--- src/common/dma_pkg.sv ---
// Purpose: shared constants and types of the two-channel dma controller
// Assumes: 16-bit data bus, 20-bit address space, one clock
// Notes:   register offsets are per channel, channel stride is 16 words
package dma_pkg;

  // ==========================================================
  // widths and address ranges
  localparam int          ADDR_W      = 20;
  localparam int          DATA_W      = 16;
  localparam int          CNT_W       = 16;
  localparam int          RADDR_W     = 8;
  localparam logic [19:0] DMA_REG_LO  = 20'h00020;
  localparam logic [19:0] DMA_REG_HI  = 20'h0003F;
  localparam logic [19:0] SFR_END     = 20'h003FF;
  localparam logic [19:0] STEP_BYTE   = 20'h00001;
  localparam logic [19:0] STEP_WORD   = 20'h00002;
  localparam logic [15:0] CNT_ZERO    = 16'h0000;

  // ==========================================================
  // register map, offset inside a channel block
  localparam logic [3:0]  OFF_CTRL    = 4'h0;
  localparam logic [3:0]  OFF_SEL     = 4'h1;
  localparam logic [3:0]  OFF_SRC_LO  = 4'h2;
  localparam logic [3:0]  OFF_SRC_HI  = 4'h3;
  localparam logic [3:0]  OFF_DST_LO  = 4'h4;
  localparam logic [3:0]  OFF_DST_HI  = 4'h5;
  localparam logic [3:0]  OFF_RELOAD  = 4'h6;
  localparam logic [3:0]  OFF_COUNT   = 4'h7;
  localparam logic [3:0]  OFF_SWTRIG  = 4'h8;
  localparam logic [2:0]  PAGE_DMA    = 3'h0;

  // control register bit positions
  localparam int          BIT_EN      = 0;
  localparam int          BIT_REQ     = 1;
  localparam int          BIT_BYTE    = 2;
  localparam int          BIT_RPT     = 3;
  localparam int          BIT_SFWD    = 4;
  localparam int          BIT_DFWD    = 5;

  // ==========================================================
  // trigger source select codes
  localparam logic [4:0]  SEL_SOFT    = 5'h00;
  localparam logic [4:0]  SEL_PINFALL = 5'h01;
  localparam logic [4:0]  SEL_PINBOTH = 5'h02;
  localparam logic [4:0]  SEL_PERIPH  = 5'h03;
  localparam int          NUM_PERIPH  = 16;

  typedef enum logic [1:0]
  {
    ST_IDLE  = 2'b00,
    ST_READ  = 2'b01,
    ST_WRITE = 2'b10,
    ST_GAP   = 2'b11
  } eng_state_e;

  typedef struct packed
  {
    logic dst_fwd;
    logic src_fwd;
    logic rpt;
    logic unit_byte;
    logic req;
    logic enable;
  } chan_ctrl_s;

  localparam chan_ctrl_s CTRL_RST = '0;

  typedef struct packed
  {
    logic        we;
    logic        word;
    logic [19:0] addr;
    logic [15:0] wdata;
  } bus_op_s;

endpackage

--- src/design/dma_ctrl.sv ---
// Purpose: two-channel cycle-stealing dma controller
// Assumes: memory answers mem_rdata in the last cycle of a read access
// Notes:   all outputs are registered
//
// Overview of operation
// (RULE1) two channels steal bus cycles, owning the bus ahead of the cpu
// (RULE2) triggers ignore cpu interrupt enable and level; interrupts untouched
// (RULE3) one transfer per trigger on an enabled channel; fast triggers merge
// (RULE4) modes: forward source, forward destination, or both fixed; never both forward
// (RULE5) own register range 0x00020 to 0x0003F is never accessed by transfers
// (RULE6) sixteen-bit transfer counter per channel
// (RULE7) triggers: pin 0 falling or both edges, pin 1 falling, peripherals, software
// (RULE8) simultaneous triggers: channel zero is served first
// (RULE9) each transfer moves one byte or one word per unit setting
// (RULE10) single mode underflow clears enable, channel goes inactive
// (RULE11) repeat mode underflow reloads counter; stays enabled until software clears
// (RULE12) counter underflow raises the channel interrupt request
// (RULE13) first transfer after enable loads forward pointer and counter
// (RULE14) forward pointer always writable; fixed pointer only while disabled
// (RULE15) registers always readable; enabled forward pointer reads live value
// (RULE16) transfer is source read cycles followed by destination write cycles
// (RULE17) odd word addresses add one read and one write cycle
// (RULE18) peripheral area or waited memory access lengthens cycle by one clock
// (RULE19) request bit set on trigger always, cleared at start; software clears only
// (RULE20) writing enable one restarts the channel with full reload
// (RULE21) after channel zero, bus returns to cpu one access before channel one
// (RULE22) forward pointer steps by unit size, counter decrements by one
// (RULE23) pointers are twenty bits wide
//
// Decided for this implementation: the register addresses and the address-and-strobe port.
`timescale 1ns/10ps
`default_nettype none
module dma_ctrl
(
  input  wire logic                        clk_sys,
  input  wire logic                        rst_n,
  input  wire logic [dma_pkg::RADDR_W-1:0] reg_addr,
  input  wire logic [dma_pkg::DATA_W-1:0]  reg_wdata,
  input  wire logic                        reg_wr,
  input  wire logic                        reg_rd,
  output logic      [dma_pkg::DATA_W-1:0]  reg_rdata,
  input  wire logic                        ext_irq_pin_0,
  input  wire logic                        ext_irq_pin_1,
  input  wire logic [dma_pkg::NUM_PERIPH-1:0] periph_irq,
  input  wire logic                        mem_sw_wait,
  input  wire logic [dma_pkg::DATA_W-1:0]  mem_rdata,
  output logic                             bus_own,
  output logic                             mem_req,
  output dma_pkg::bus_op_s                 mem_op,
  output logic      [1:0]                  chan_irq
);
  import dma_pkg::*;

  // ==========================================================
  // helpers
  function automatic logic wr_hit(input logic c, input logic [3:0] off);
    wr_hit = reg_wr && (reg_addr[7:5] == PAGE_DMA) && (reg_addr[4] == c)
             && (reg_addr[3:0] == off);
  endfunction

  function automatic logic in_own_regs(input logic [19:0] a);
    in_own_regs = (a >= DMA_REG_LO) && (a <= DMA_REG_HI);
  endfunction

  function automatic logic needs_wait(input logic [19:0] a);
    needs_wait = (a <= SFR_END) || mem_sw_wait;
  endfunction

  // ==========================================================
  // channel state
  chan_ctrl_s        ctrl     [2];
  logic [4:0]        sel      [2];
  // (RULE23) twenty-bit pointers
  logic [19:0]       src_ptr  [2];
  logic [19:0]       dst_ptr  [2];
  logic [19:0]       fwd_ptr  [2];
  logic [15:0]       reload   [2];
  // (RULE6) sixteen-bit transfer counter
  logic [15:0]       cnt      [2];
  logic              first    [2];
  logic [19:0]       cur_src  [2];
  logic [19:0]       cur_dst  [2];
  logic [1:0]        trig;
  logic [1:0]        xfer_start;
  logic [1:0]        xfer_done;

  // ==========================================================
  // external pin synchronisers and edge detect
  logic [1:0] pin_s1;
  logic [1:0] pin_s2;
  logic [1:0] pin_s3;
  logic [1:0] pin_fall;
  logic [1:0] pin_rise;

  always_ff @(posedge clk_sys)
  begin
    if (!rst_n)
    begin
      pin_s1 <= 2'b11;
      pin_s2 <= 2'b11;
      pin_s3 <= 2'b11;
    end
    else
    begin
      pin_s1 <= {ext_irq_pin_1, ext_irq_pin_0};
      pin_s2 <= pin_s1;
      pin_s3 <= pin_s2;
    end
  end

  assign pin_fall = pin_s3 & ~pin_s2;
  assign pin_rise = ~pin_s3 & pin_s2;

  // ==========================================================
  // trigger selection and current addresses
  always_comb
  begin
    for (int c = 0; c < 2; c++)
    begin
      trig[c] = 1'b0;
      // (RULE7) source select
      if (sel[c] == SEL_SOFT)
        trig[c] = wr_hit(c[0], OFF_SWTRIG);
      else if (sel[c] == SEL_PINFALL)
        trig[c] = pin_fall[c];
      else if (sel[c] == SEL_PINBOTH && c == 0)
        trig[c] = pin_fall[0] | pin_rise[0];
      else if (sel[c] >= SEL_PERIPH && sel[c] < SEL_PERIPH + 5'(NUM_PERIPH))
        trig[c] = periph_irq[4'(sel[c] - SEL_PERIPH)];
      // (RULE13) first transfer takes the programmed pointer
      cur_src[c] = (ctrl[c].src_fwd && !first[c]) ? fwd_ptr[c] : src_ptr[c];
      cur_dst[c] = (ctrl[c].dst_fwd && !first[c]) ? fwd_ptr[c] : dst_ptr[c];
    end
  end

  // ==========================================================
  // engine
  eng_state_e  state;
  logic        x_ch;
  logic        x_word;
  logic [19:0] x_src;
  logic [19:0] x_dst;
  logic        part;
  logic        wait_left;
  logic [15:0] buf_q;
  logic        go0;
  logic        go1;
  logic        pick;
  logic        split_rd;
  logic        split_wr;
  logic        l_launch;
  logic        l_finish;
  bus_op_s     l_op;
  logic [15:0] next_buf;

  // (RULE1) (RULE2) enabled request is served whatever the cpu state
  assign go0 = ctrl[0].enable && ctrl[0].req;
  assign go1 = ctrl[1].enable && ctrl[1].req;
  // (RULE8) channel zero wins a tie
  assign pick = !go0;
  // (RULE17) odd word halves split into two byte cycles
  assign split_rd = x_word && x_src[0];
  assign split_wr = x_word && x_dst[0];

  always_comb
  begin
    l_launch = 1'b0;
    l_finish = 1'b0;
    l_op = '0;
    next_buf = buf_q;
    xfer_start = 2'b00;
    case (state)
      ST_IDLE:
      begin
        if (go0 || go1)
        begin
          l_launch = 1'b1;
          xfer_start[pick] = 1'b1;
          l_op.addr = cur_src[pick];
          l_op.word = !ctrl[pick].unit_byte && !cur_src[pick][0];
        end
      end
      ST_READ:
      begin
        if (!wait_left)
        begin
          // (RULE9) assemble one byte or one word
          if (!x_word)
            next_buf = {8'h00, mem_rdata[7:0]};
          else if (!split_rd)
            next_buf = mem_rdata;
          else if (!part)
            next_buf = {buf_q[15:8], mem_rdata[7:0]};
          else
            next_buf = {mem_rdata[7:0], buf_q[7:0]};
          l_launch = 1'b1;
          // (RULE16) reads first, then writes
          if (split_rd && !part)
            l_op.addr = x_src + STEP_BYTE;
          else
          begin
            l_op.we = 1'b1;
            l_op.addr = x_dst;
            l_op.word = x_word && !x_dst[0];
            l_op.wdata = split_wr ? {8'h00, next_buf[7:0]} : next_buf;
          end
        end
      end
      ST_WRITE:
      begin
        if (!wait_left)
        begin
          if (split_wr && !part)
          begin
            l_launch = 1'b1;
            l_op.we = 1'b1;
            l_op.addr = x_dst + STEP_BYTE;
            l_op.wdata = {8'h00, buf_q[15:8]};
          end
          else
            l_finish = 1'b1;
        end
      end
      default:
      begin
        l_launch = 1'b0;
      end
    endcase
    xfer_done = {l_finish && x_ch, l_finish && !x_ch};
  end

  always_ff @(posedge clk_sys)
  begin
    if (!rst_n)
    begin
      state <= ST_IDLE;
      bus_own <= 1'b0;
      mem_req <= 1'b0;
      mem_op <= '0;
      x_ch <= 1'b0;
      x_word <= 1'b0;
      x_src <= '0;
      x_dst <= '0;
      part <= 1'b0;
      wait_left <= 1'b0;
      buf_q <= '0;
    end
    else
    begin
      buf_q <= next_buf;
      if (wait_left)
        wait_left <= 1'b0;
      if (l_launch)
      begin
        mem_op <= l_op;
        // (RULE5) an access to the own register range never raises mem_req
        mem_req <= !in_own_regs(l_op.addr);
        // (RULE18) one extra clock for peripheral area or waited memory
        wait_left <= needs_wait(l_op.addr);
      end
      case (state)
        ST_IDLE:
        begin
          if (l_launch)
          begin
            state <= ST_READ;
            bus_own <= 1'b1;
            x_ch <= pick;
            x_word <= !ctrl[pick].unit_byte;
            x_src <= cur_src[pick];
            x_dst <= cur_dst[pick];
            part <= 1'b0;
          end
        end
        ST_READ:
        begin
          if (l_launch)
          begin
            part <= split_rd && !part;
            if (!(split_rd && !part))
              state <= ST_WRITE;
          end
        end
        ST_WRITE:
        begin
          if (l_launch)
            part <= 1'b1;
          if (l_finish)
          begin
            // (RULE21) hand the bus back for one cpu access
            state <= ST_GAP;
            bus_own <= 1'b0;
            mem_req <= 1'b0;
            mem_op <= '0;
            part <= 1'b0;
          end
        end
        default:
        begin
          state <= ST_IDLE;
        end
      endcase
    end
  end

  // ==========================================================
  // channel registers
  always_ff @(posedge clk_sys)
  begin
    if (!rst_n)
    begin
      for (int c = 0; c < 2; c++)
      begin
        ctrl[c] <= CTRL_RST;
        sel[c] <= SEL_SOFT;
        src_ptr[c] <= '0;
        dst_ptr[c] <= '0;
        fwd_ptr[c] <= '0;
        reload[c] <= '0;
        cnt[c] <= '0;
        first[c] <= 1'b1;
      end
      chan_irq <= 2'b00;
    end
    else
    begin
      for (int c = 0; c < 2; c++)
      begin
        chan_irq[c] <= xfer_done[c] && (cnt[c] == CNT_ZERO);
        if (xfer_start[c])
        begin
          // (RULE19) request drops as the transfer begins
          ctrl[c].req <= 1'b0;
          if (first[c])
          begin
            // (RULE13) load pointer and counter
            first[c] <= 1'b0;
            cnt[c] <= reload[c];
            fwd_ptr[c] <= ctrl[c].src_fwd ? src_ptr[c] : dst_ptr[c];
          end
        end
        if (xfer_done[c])
        begin
          // (RULE22) step pointer and count
          fwd_ptr[c] <= fwd_ptr[c] + (ctrl[c].unit_byte ? STEP_BYTE : STEP_WORD);
          // (RULE12) underflow event
          if (cnt[c] == CNT_ZERO)
          begin
            // (RULE11) repeat reloads counter
            if (ctrl[c].rpt)
              cnt[c] <= reload[c];
            // (RULE10) single mode stops
            else
              ctrl[c].enable <= 1'b0;
          end
          else
            cnt[c] <= cnt[c] - 16'h0001;
        end
        if (wr_hit(c[0], OFF_CTRL))
        begin
          ctrl[c].enable <= reg_wdata[BIT_EN];
          ctrl[c].unit_byte <= reg_wdata[BIT_BYTE];
          ctrl[c].rpt <= reg_wdata[BIT_RPT];
          // (RULE4) both forward is refused, source keeps priority
          ctrl[c].src_fwd <= reg_wdata[BIT_SFWD];
          ctrl[c].dst_fwd <= reg_wdata[BIT_DFWD] && !reg_wdata[BIT_SFWD];
          // (RULE20) enable write restarts from scratch
          if (reg_wdata[BIT_EN])
            first[c] <= 1'b1;
          if (!reg_wdata[BIT_REQ])
            ctrl[c].req <= 1'b0;
        end
        if (wr_hit(c[0], OFF_SEL))
          sel[c] <= reg_wdata[4:0];
        if (wr_hit(c[0], OFF_RELOAD))
          reload[c] <= reg_wdata;
        // (RULE14) fixed pointer locked while enabled
        if (ctrl[c].src_fwd || !ctrl[c].enable)
        begin
          if (wr_hit(c[0], OFF_SRC_LO))
            src_ptr[c][15:0] <= reg_wdata;
          if (wr_hit(c[0], OFF_SRC_HI))
            src_ptr[c][19:16] <= reg_wdata[3:0];
        end
        if (ctrl[c].dst_fwd || !ctrl[c].enable)
        begin
          if (wr_hit(c[0], OFF_DST_LO))
            dst_ptr[c][15:0] <= reg_wdata;
          if (wr_hit(c[0], OFF_DST_HI))
            dst_ptr[c][19:16] <= reg_wdata[3:0];
        end
        // (RULE19) (RULE3) trigger sets request, winning over a clear
        if (trig[c])
          ctrl[c].req <= 1'b1;
      end
    end
  end

  // ==========================================================
  // register read port
  logic        rc;
  logic [19:0] rd_src;
  logic [19:0] rd_dst;
  logic [15:0] next_rdata;

  always_comb
  begin
    rc = reg_addr[4];
    // (RULE15) enabled forward pointer reads the live address
    rd_src = (ctrl[rc].enable && ctrl[rc].src_fwd && !first[rc]) ? fwd_ptr[rc] : src_ptr[rc];
    rd_dst = (ctrl[rc].enable && ctrl[rc].dst_fwd && !first[rc]) ? fwd_ptr[rc] : dst_ptr[rc];
    next_rdata = 16'h0000;
    if (reg_rd && reg_addr[7:5] == PAGE_DMA)
    begin
      case (reg_addr[3:0])
        OFF_CTRL:   next_rdata = {10'h000, ctrl[rc]};
        OFF_SEL:    next_rdata = {11'h000, sel[rc]};
        OFF_SRC_LO: next_rdata = rd_src[15:0];
        OFF_SRC_HI: next_rdata = {12'h000, rd_src[19:16]};
        OFF_DST_LO: next_rdata = rd_dst[15:0];
        OFF_DST_HI: next_rdata = {12'h000, rd_dst[19:16]};
        OFF_RELOAD: next_rdata = reload[rc];
        OFF_COUNT:  next_rdata = cnt[rc];
        default:    next_rdata = 16'h0000;
      endcase
    end
  end

  always_ff @(posedge clk_sys)
  begin
    if (!rst_n)
      reg_rdata <= '0;
    else
      reg_rdata <= next_rdata;
  end

endmodule
`default_nettype wire

--- config.mk ---
export PLATFORM = sky130hd
export DESIGN_NAME = dma_ctrl
export DESIGN_NICKNAME = d
export VERILOG_FILES = /design/src/common/dma_pkg.sv /design/src/design/dma_ctrl.sv
export SDC_FILE = /design/constraint.sdc
export NUM_CORES = 1
export LEC_CHECK = 0
export BUFFER_PORTS_ARGS = -buffer_cell sky130_fd_sc_hd__buf_4
export CORE_ASPECT_RATIO = 1.2
export CORE_MARGIN = 3
export CORE_UTILIZATION = 56
export CTS_CLUSTER_SIZE = 10
export DETAILED_ROUTE_END_ITERATION = 7
export PLACE_DENSITY = 0.83
export SLEW_MARGIN = 20
export SYNTH_ARGS = -nofsm -noshare
export SYNTH_HDL_FRONTEND = slang
export SYNTH_SLANG_ARGS = --single-unit
--- constraint.sdc ---
create_clock -name clk_sys -period 3.13 [get_ports clk_sys]
set_clock_uncertainty 0.1 [all_clocks]
set_input_delay 0.4695 -clock clk_sys [delete_from_list [all_inputs] [get_ports clk_sys]]
set_output_delay 0.4695 -clock clk_sys [all_outputs]
set_load 0.01 [all_outputs]
# Yosys cells after proc, flatten, opt, wreduce, memory -nomap -nowiden
# Memories as Yosys holds them, arrays and structs flattened.
# Index checks and enable logic that the tools add are counted.
dict set report word_totals {
  wordCells 433
  mem_bits_rw 208
  register_bits 126
  n_memories 8
  output_inout_bits 58
}
# memory depth word_bits rd rd_ports_with_merged_regs wr line_no
set memory_table {}
lappend memory_table {dst_ptr 2 20 3 0 2 dma_ctrl.sv:75} ;# logic [19:0] dst_ptr [2];
lappend memory_table {fwd_ptr 2 20 3 0 2 dma_ctrl.sv:76} ;# logic [19:0] fwd_ptr [2];
lappend memory_table {src_ptr 2 20 3 0 2 dma_ctrl.sv:74} ;# logic [19:0] src_ptr [2];
lappend memory_table {cnt 2 16 3 0 2 dma_ctrl.sv:79} ;# logic [15:0] cnt [2];
lappend memory_table {reload 2 16 3 0 2 dma_ctrl.sv:77} ;# logic [15:0] reload [2];
lappend memory_table {ctrl 2 6 4 0 2 dma_ctrl.sv:71} ;# chan_ctrl_s ctrl [2];
lappend memory_table {{+2 memories} - - - - - -}
dict set report classes {
  n_addsub 8
  bitwise_logic 52
  muxes 236
  n_eq_ne 18
  order_cmp 12
  reduce_logical 80
}
# operator count
set ops {}
lappend ops {{$mux W20} 19}
lappend ops {{$mux W16} 17}
lappend ops {{$mux W1} 166}
lappend ops {{$mux W38} 4}
lappend ops {{$pmux W16 S8} 1}
lappend ops {{$mux W36} 2}
lappend ops {{$pmux W20 S3} 1}
lappend ops {{$logic_and A1 B1 Y1} 45}
lappend ops {{$or A1 B1 Y1} 45}
lappend ops {{$add A20 B1 Y20 const B} 2}
lappend ops {{$add A20 B2 Y20} 2}
lappend ops {{$logic_not A16 Y1} 2}
lappend ops {{$pmux W16 S2} 1}
lappend ops {{$sub A16 B1 Y16 const B} 2}
lappend ops {{$mux W21} 1}
lappend ops {{$ge A20 B6 Y1 const B} 1}
lappend ops {{$le A20 B10 Y1 const B} 1}
lappend ops {{$le A20 B6 Y1 const B} 1}
lappend ops {{$mux W2} 9}
lappend ops {{$eq A4 B3 Y1 const B} 4}
lappend ops {{$mux W4} 4}
lappend ops {{$logic_not A1 Y1} 13}
lappend ops {{$eq A5 B1 Y1 const B} 2}
lappend ops {{$ge A5 B2 Y1 const B} 2}
lappend ops {{other kinds (35)} 59}

# Longest topological paths before layout
# Gate-level depths: netlist of the first run.
# An unclocked memory read counts as a cell.
dict set report depth {
  ltp_word 17
  mapped_depth 11
}

# Least setup slack after synthesis of the first run
# OpenSTA, ideal clock, no wires.
dict set report synth_path {
  path_kind {input-to-reg}
  startpoint {in reg_addr[1] in the netlist's numbering}
  endpoint {mem dst_ptr[0][0] (enable)}
  slack_ns -0.163
  n_path_buf 2
  arrival_ns 2.782
  path_stages 5
  setup_time_ns 0.411
  t_required_ns 2.619
  cell_sequence {clkbuf_1 nor3_1 clkbuf_1 inv_1 o21ai_0}
}
# element line_no
set synth_lines {}
lappend synth_lines {{start, declared} dma_ctrl.sv:37} ;# input wire logic [dma_pkg::RADDR_W-1:0] reg_addr,
lappend synth_lines {{end, declared} dma_ctrl.sv:75}

==> summary.md, run 1 <==
| Metric | Value |
|---|---|
| # port buffers | `between 100 and 150` |
| Share of the yosys chip area belonging to registers | `a little under half` |
| Setup violations, final | `0` |
| Post-synth cell types | `75` |
| RSZ-0062 raised after global routing | `no` |
| Slowest stage delay, CP | `around 0.43 ns` |
| First-pass GRT wire length | `~90,000 microns` |
| # fillers | `~2,600` |
| CP Max Fanout | `10` |
| Min Tclk post-route | `around 3 ns` |
| Number of remaining DRC errors | `0` |
| Number of inserted diodes | `0` |
| DIE AREA | `about 36,000 sq um` |
| Tcrit/Tclk final | `95.73%` |
| Drt wl/cell | `about 24 microns` |
| Leakage | `slightly above 8 nW` |
| CP delay by family, top | `simple AND/OR/NAND/NOR gates` |
| Max Transition Viols Final | `0` |
| Post-synthesis simple-gate area fraction | `about 17%` |
| Largest family of logic cells by synthesized area | `simple AND/OR/NAND/NOR gates` |
| Clock latency on the worst-skew pair | `0.56 ns` |
| Worst slew margin | `41.03%` |
| Final nets | `between 2,000 and 2,500` |
| Largest net degree at the start of global routing | `64` |
| Crit end category | `register` |
| Vias per cell | `between 6 and 7` |
| Synthesis Warnings | `0` |
| CTS tree | `built` |
| Share of cells above drive strength 1 | `around 18%` |
| Max Cap Viol | `0` |
| Post-Syn Area | `19,030 sq um` |
| Outcome | `finished clean` |
| Area leader, netlist | `edfxtp_1` |
| All-Layer GR Usage | `about a third` |
| H-tree levels | `2` |
| Synth Flop Type | `edfxtp_1` |
| Rows | `73` |
| Syn Area/Cell | `about 10 sq um` |
| CTS Buf Count | `39` |
| Critical path required time | `3.34 ns` |
| Xor/xnor share of the synthesized area | `under 10%` |
| Flop and latch count out of synthesis | `334` |
| Vias in the first global route | `roughly 16,000` |
| Yosys top cell area share | `approximately 33%` |
| Ys async rst share | `0%` |
| Pwr Total | `~14 mW` |
| Post-synth EDFFs | `slightly above 200` |
| Final wirelength | `59,710 microns` |
| Total grt overflow | `0` |
| Mux cell area share after synthesis | `between 10% and 20%` |
| Syn_nets | `1,957` |
| Worst-case vdd ir drop | `slightly below 0.0005 V` |
| WP buf/inv | `1` |
| Startpoint Class | `register` |
| Final hold violation count | `0` |
| Clock root buffer | `clkbuf_16` |
| Worst-margin pin slew | `0.8765 ns` |
| Setup TNS | `0 ns` |
| Initial core utilization | `a little under three fifths` |
| Initial antenna violation count | `0` |
| Setup CP Type | `register to register` |
| CORE AREA | `approximately 33,000 sq um` |
| Die W | `174.3 microns` |
| Antenna-violating nets left | `0` |
| Critical Path AT | `3.20 ns` |
| Reg clk slew, reported paths | `0.06 ns` |
| Top Ports | `approximately 120` |
| Highest clock rate | `between 300 and 400 MHz` |
| Post-Synthesis Cells | `~1,900` |
| Final estimated routing congestion in global placement | `roughly 1.0` |
| Iteration count of the initial detailed-routing pass | `8` |
| DIE HEIGHT | `approximately 210 microns` |
| DR vias | `~17,000` |
| PwrDens | `around 620 nW/um^2` |
| Slowest-stage cell, CP | `edfxtp_1` |
| Hold Path Class | `input port to register` |
| Synth area leaders | `edfxtp_1 (33%), dfxtp_1 (13%), mux2i_1 (6.5%), mux4_2 (5.7%), nand2_1 (3.5%)` |
| Initial drt markers | `between 1,500 and 2,000` |
| Compound-Gate Fraction of Synth Area | `14.15%` |
| Critical-path cell list | `inv_1, ha_1, or3b_4, or3_4, nor4_4, nand2_4, o21ai_4, and3b_2, nand3b_1, o21ai_1` |
| Dpl hpwl | `around 44,000 microns` |
| Adder-Cell Fraction of Synth Area | `between 1.5 and 2%` |
| Clock Tree Buf Depth | `3` |
| # clock sinks | `around 330` |
| Area Overhead vs Synth | `15.82%` |
==> worst paths after layout <==
check | start | slack (ns) | cells past startpoint | to
worst max register to register | cnt[1][0] | 0.13 | 10 | cnt[1][5]
worst min register to register | pin_s1[1] | 0.32 | 1 | pin_s2[1]
worst min-delay path | mem_sw_wait | 0.06 | 2 | wait_left
worst max-delay path | cnt[1][0] | 0.13 | 10 | cnt[1][5]
==> sequential cells by signal, indices dropped and copies added, names as in the netlist <==
signal	cells
dst_ptr	40
x_src	20
x_dst	20
state	2
first	2
fwd_ptr	40
reload	32
ctrl	12
x_ch	1
buf_q	16
pin_s2	2
wait_left	1
mem_op	38
x_word	1
chan_irq	2
cnt	32
part	1
pin_s1	2
mem_req	1
bus_own	1
pin_s3	2
src_ptr	40
sel	10
reg_rdata	16
==> cell type report <==
class | count | area [sq um] | share of cell area (%)
inverters | 30 | 112.6 | 0.5109
flip-flops and latches | 334 | 8758 | 39.74
repair buffers | 227 | 1772 | 8.038
well taps | 450 | 563.0 | 2.555
multi-input cells | 1380 | 9686 | 43.94
clock inverters | 3 | 80.08 | 0.3633
clock buffers | 64 | 1070 | 4.854
==> synthesized netlist by cell type, types with 16 or more instances <==
library cell / count
and2_1: 40
mux4_2: 48
nor3_1: 31
nor2_1: 172
nand2_1: 176
a22oi_1: 16
o22ai_1: 59
xnor2_1: 42
ha_1: 20
clkbuf_1: 98
inv_1: 29
mux2i_1: 123
dfxtp_1: 127
a21oi_1: 126
edfxtp_1: 207
nor4_1: 20
nand2b_1: 16
o21ai_0: 43
nor2b_1: 38
buf_2: 16
and3_1: 53
nand3_1: 56
xor2_1: 50
a221oi_1: 35
mux2_2: 22
a211oi_1: 73
==> kinds of logic after synthesis <==
group / Yosys count
AOI/OAI and AO/OA: 407
adders and majority gates: 22
xor gates and xnor gates: 92
DFF: 334
muxes: 193
and+or+nand+nor: 666
buffers and inverters: 158
==> through the flow <==
| stage | util, % | instances | cell area (sq um) | hold WS (ns) | setup WS [ns] |
|---|---|---|---|---|---|
| after CTS | 66.03 | 2488 | 22010 | 0.04219 | 0.1285 |
| final | 66.11 | 2488 | 22040 | 0.06127 | 0.1335 |
| after global routing | 66.11 | 2488 | 22040 | 0.05702 | 0.004973 |
| after floorplan | - | 1872 | 19030 | 0.2863 | 0.01188 |
| after global placement | 62.52 | 2419 | 20840 | 0.3004 | 0.06101 |
| after detailed placement | 62.52 | 2419 | 20840 | 0.2937 | -0.02287 |
==> where the power goes <==
part	switching, mW	internal (mW)
Combinational	2.19	1.46
Sequential	0.627	5.27
Clock	1.87	2.36
==> timing repair <==
action                     4_1_cts  5_1_grt
hold buffers                     2        0
buffers inserted                 0        0
hold endpoints to repair         2        0
setup endpoints to repair       15       29
pin swaps                        0        0
gates resized for setup          2        7
==> placed cells by master (no fill, tap or decap), drive strengths merged, types with 4 or more instances in the layout <==
master	netlist	routed
nor2	173	173
a221oi	35	35
or3	9	9
o21ai	45	45
nand3	56	56
and3b	4	4
mux2i	123	123
nor3b	5	5
a22oi	16	16
nor4b	4	4
clkbuf	99	64
and2	42	42
nor2b	38	38
xnor2	42	42
mux4	48	48
xor2	50	50
a31oi	4	4
a222oi	10	10
nand2b	17	17
edfxtp	207	207
ha	20	20
mux2	22	22
nand2	177	177
a21oi	126	126
inv	30	31
o22ai	59	59
nor3	31	31
buf	29	225
nand4	15	15
nand3b	9	9
a211oi	73	73
o221ai	4	4
dfxtp	127	127
nor4	22	22
and3	53	53
==> worst reg2reg max path, cell delays in order, from the launching register on <==
cell and delay [ns]:
edfxtp_1 0.43, inv_1 0.09, ha_1 0.17, or3b_4 0.39
or3_4 0.37, nor4_4 0.30, nand2_4 0.11, o21ai_4 0.21
and3b_2 0.36, nand3b_1 0.14, o21ai_1 0.08
==> per-layer routing <==
metal	GRT usage, %	up-vias	part of all wire [%]
li1	-	7311	-
met1	39.46	7915	36
met2	54.34	1126	49
met3	5.604	236	9.9
met4	16.18	0	5.4
met5	0	-	0
(Power assumes the default switching activity.)
==> inputs of run 2 (changes only) <==
Settings changed: ABC_AREA set to 1, CORE_UTILIZATION 56 to 60, PLACE_DENSITY 0.83 to 0.85.
Clock period 3.13 ns to 3.75 ns, I/O delays scaled along.
==> run 2 against run 1 <==
Against the previous run: worst hold slack better by 0.051 ns; non-clock buffer count decreased by 65; register-to-register slack improved by 0.53 ns; cell area up 3.4%; largest cell class unchanged; critical endpoint is now cnt[0][3]; fmax is 3.1% lower; synthesized cell count rose by 47%; clock power shrank 15%; sequential power shrank 13%.
==> summary.md, run 2 <==
| Metric | Value |
|---|---|
| # port buffers | `120` |
| Vias in the first global route | `~19,000` |
| Area Overhead vs Synth | `11.59%` |
| First-pass GRT wire length | `108,400 microns` |
| Post-synth top cells | `nand2_1 (693), inv_1 (354), nor2_1 (249)` |
| Share of cells above drive strength 1 | `between 10% and 20%` |
| Synthesis Warnings | `0` |
| Post-Synthesis Cells | `2,749` |
| R2R depth | `7` |
| Clock root buffer | `clkbuf_16` |
| Critical-path cell list | `nand2_2, inv_2, nor4_4, nand2_1, nand2_2, o211ai_1, inv_1` |
| Max Transition Viols Final | `0` |
| Setup CP Type | `register to register` |
| Area leader, netlist | `edfxtp_1` |
| Final hold slack | `~0.11 ns` |
| Post-synth EDFFs | `207` |
| Drt wl/cell | `around 21 microns` |
| Initial drt markers | `approximately 2,500` |
| Top-count cell post-synth | `nand2_1` |
| Critical path required time | `4.06 ns` |
| Dpl cell area | `~22,000 sq um` |
| Number of inserted diodes | `0` |
| DIE HEIGHT | `around 210 microns` |
| Flop and latch count out of synthesis | `approximately 330` |
| DIE AREA | `36,300 sq um` |
| CP dominant cell by count | `nand2_2` |
| Most common cell after layout, fill and taps aside | `nand2_1` |
| Synth area leaders | `edfxtp_1 (30%), nand2_1 (13%), dfxtp_1 (12%), inv_1 (6.5%), o21ai_0 (5.6%)` |
| Register area | `slightly below 9000 sq um` |
| Total grt overflow | `0` |
| Hold Path Class | `input port to register` |
| Tcrit/Tclk final | `slightly above 80%` |
| Hold Crit Depth | `2` |
| Vias per cell | `about 6.1` |
| Min Tclk post-route | `slightly above 3 ns` |
| Slowest-stage cell, CP | `nand2_2` |
| Setup TNS | `0 ns` |
| PwrDens | `around 530 nW/um^2` |
| Area of the multi-input gates | `around 9600 sq um` |
| Setup violations, final | `0` |
| Critical Path AT | `about 3.4 ns` |
| Initial core utilization | `just over 60%` |
| FF-to-FF Start | `ctrl[0][0]` |
| All-Layer GR Usage | `between 30% and 40%` |
| RSZ-0062 raised after global routing | `no` |
| CTS Hold Bufs | `0` |
| Ys async rst share | `0%` |
| CP delay by family, top | `simple AND/OR/NAND/NOR gates` |
| Post-synth cell types | `66` |
| CTS resizes | `0` |
| Slowest stage delay, CP | `0.51 ns` |
| R2r setup slk | `about 0.66 ns` |
| Post-Syn Area | `around 20,000 sq um` |
| Worst-case vdd ir drop | `0.0004365 V` |
| Top Ports | `about 120` |
| Iteration count of the initial detailed-routing pass | `7` |
| Clock latency on the worst-skew pair | `approximately 0.56 ns` |
| Post-CTS setup buffers | `0` |
| Top flop regs | `dst_ptr (40), fwd_ptr (40), src_ptr (40)` |
| DR vias | `slightly above 20,000` |
| Post-route cell area | `22,790 sq um` |
| Crit end category | `register` |
| CP Max Fanout | `32` |
| Commonest cells after routing, fill and taps aside | `nand2_1 (692), inv_1 (354), nor2_1 (249)` |
| # clock sinks | `between 300 and 400` |
| Worst slew margin | `between 40% and 50%` |
| Clock Tree Buf Depth | `3` |
| H-tree levels | `2` |
| Final hold violation count | `0` |
| Initial antenna violation count | `0` |
| Final nets | `about 2,900` |
| Worst-margin pin slew | `between 0.8 and 0.9 ns` |
| Antenna-violating nets left | `0` |
| Startpoint Class | `register` |
| Critical R2R Capture | `cnt[0][3]` |
| Synth Flop Type | `edfxtp_1` |
| Largest net degree at the start of global routing | `56` |
| CORE AREA | `around 33,000 sq um` |
| # fillers | `~2,800` |
| Number of remaining DRC errors | `0` |
| Yosys top cell area share | `a little under a third` |
| Hold EP | `pin_s1[0]` |
| Final estimated routing congestion in global placement | `1.075` |
| Hold Startpoint | `ext_irq_pin_0` |
| Leakage | `between 9 and 10 nW` |
| Highest clock rate | `about 320 MHz` |
| Die W | `about 170 microns` |
| Max Cap Viol | `0` |
| Outcome | `finished clean` |
| Dpl hpwl | `approximately 53,000 microns` |
| Syn Area/Cell | `around 7.4 sq um` |
| WP buf/inv | `2` |
| CTS tree | `built` |
| Share of the yosys chip area belonging to registers | `approximately 43%` |
| CTS Buf Count | `40` |
| Rows | `73` |
| Reg clk slew, reported paths | `0.06 ns` |
| Final wirelength | `70,730 microns` |
| Syn_nets | `approximately 2,800` |
## run 2: kinds of logic (layout without fill, tap and decap cells)
kind of cell	count (synthesis)	after routing	synth area share (%)
flip-flops	334	334	42.88
XOR/XNOR	43	43	1.844
AND/OR/NAND/NOR	1249	1249	26.31
multiplexers	5	5	0.2511
AO/OA/AOI/OAI	591	591	17.35
buffers and inverters	505	612	9.941
adder cells (fa/ha/maj)	22	22	1.421
## run 2: layout make-up
type	count	share of cell area, %
clock buffer	65	4.891
clock inverter	4	0.2470
inverter	381	6.285
multi-input combinational	1910	42.29
sequential	334	38.42
tap	450	2.470
timing repair buffer	162	5.390
## run 2: per-layer routing
layer | wire, microns | global-route usage (%) | part of all wire [%] | up-vias
met1 | 25340 | 45.98 | 36 | 9149
li1 | - | - | - | 9355
met4 | 5128 | 23.34 | 7.2 | 0
met3 | 7151 | 6.718 | 10 | 345
met2 | 33110 | 62.69 | 47 | 1443
met5 | 0 | 0 | 0 | -
## run 2: worst max path at each step
stage                      startpoint              to  slack (ns)  cells past startpoint
final                      ctrl[0][0]       cnt[0][3]        0.66                      7
after global placement    reg_addr[2]  src_ptr[0][13]        0.86                      7
after detailed placement     state[1]         mem_req        0.78                     13
after global routing         state[1]         mem_req        0.47                     13
after floorplan           reg_addr[2]    reload[0][0]        0.81                      6
after CTS                    state[1]         mem_req        0.77                     13
## run 2: power breakdown
group / switching (mW) / total [mW] / internal, mW
Clock: 1.55 / 3.59 / 2.04
Combinational: 2.33 / 3.40 / 1.07
Sequential: 0.595 / 5.14 / 4.54
Total: 4.48 / 12.1 / 7.65
## run 2: per-stage QoR
stage	power [mW]	worst slack, ns	std cells	utilization [%]
floorplan	7.319	0.8117	2749	-
global placement	8.383	0.8628	3237	64.86
detailed placement	8.468	0.7768	3237	64.86
CTS	12.01	0.7678	3306	68.37
global route	12.66	0.4737	3306	68.37
finish	12.13	0.6593	3306	68.37
## run 2: worst register-to-register path: cells and delay by family (launching register included)
family | cells | cell delay (ns)
compound gates | 1 | 0.22
buf+inv | 2 | 0.47
simple gates | 4 | 1.73
flops | 1 | 0.42
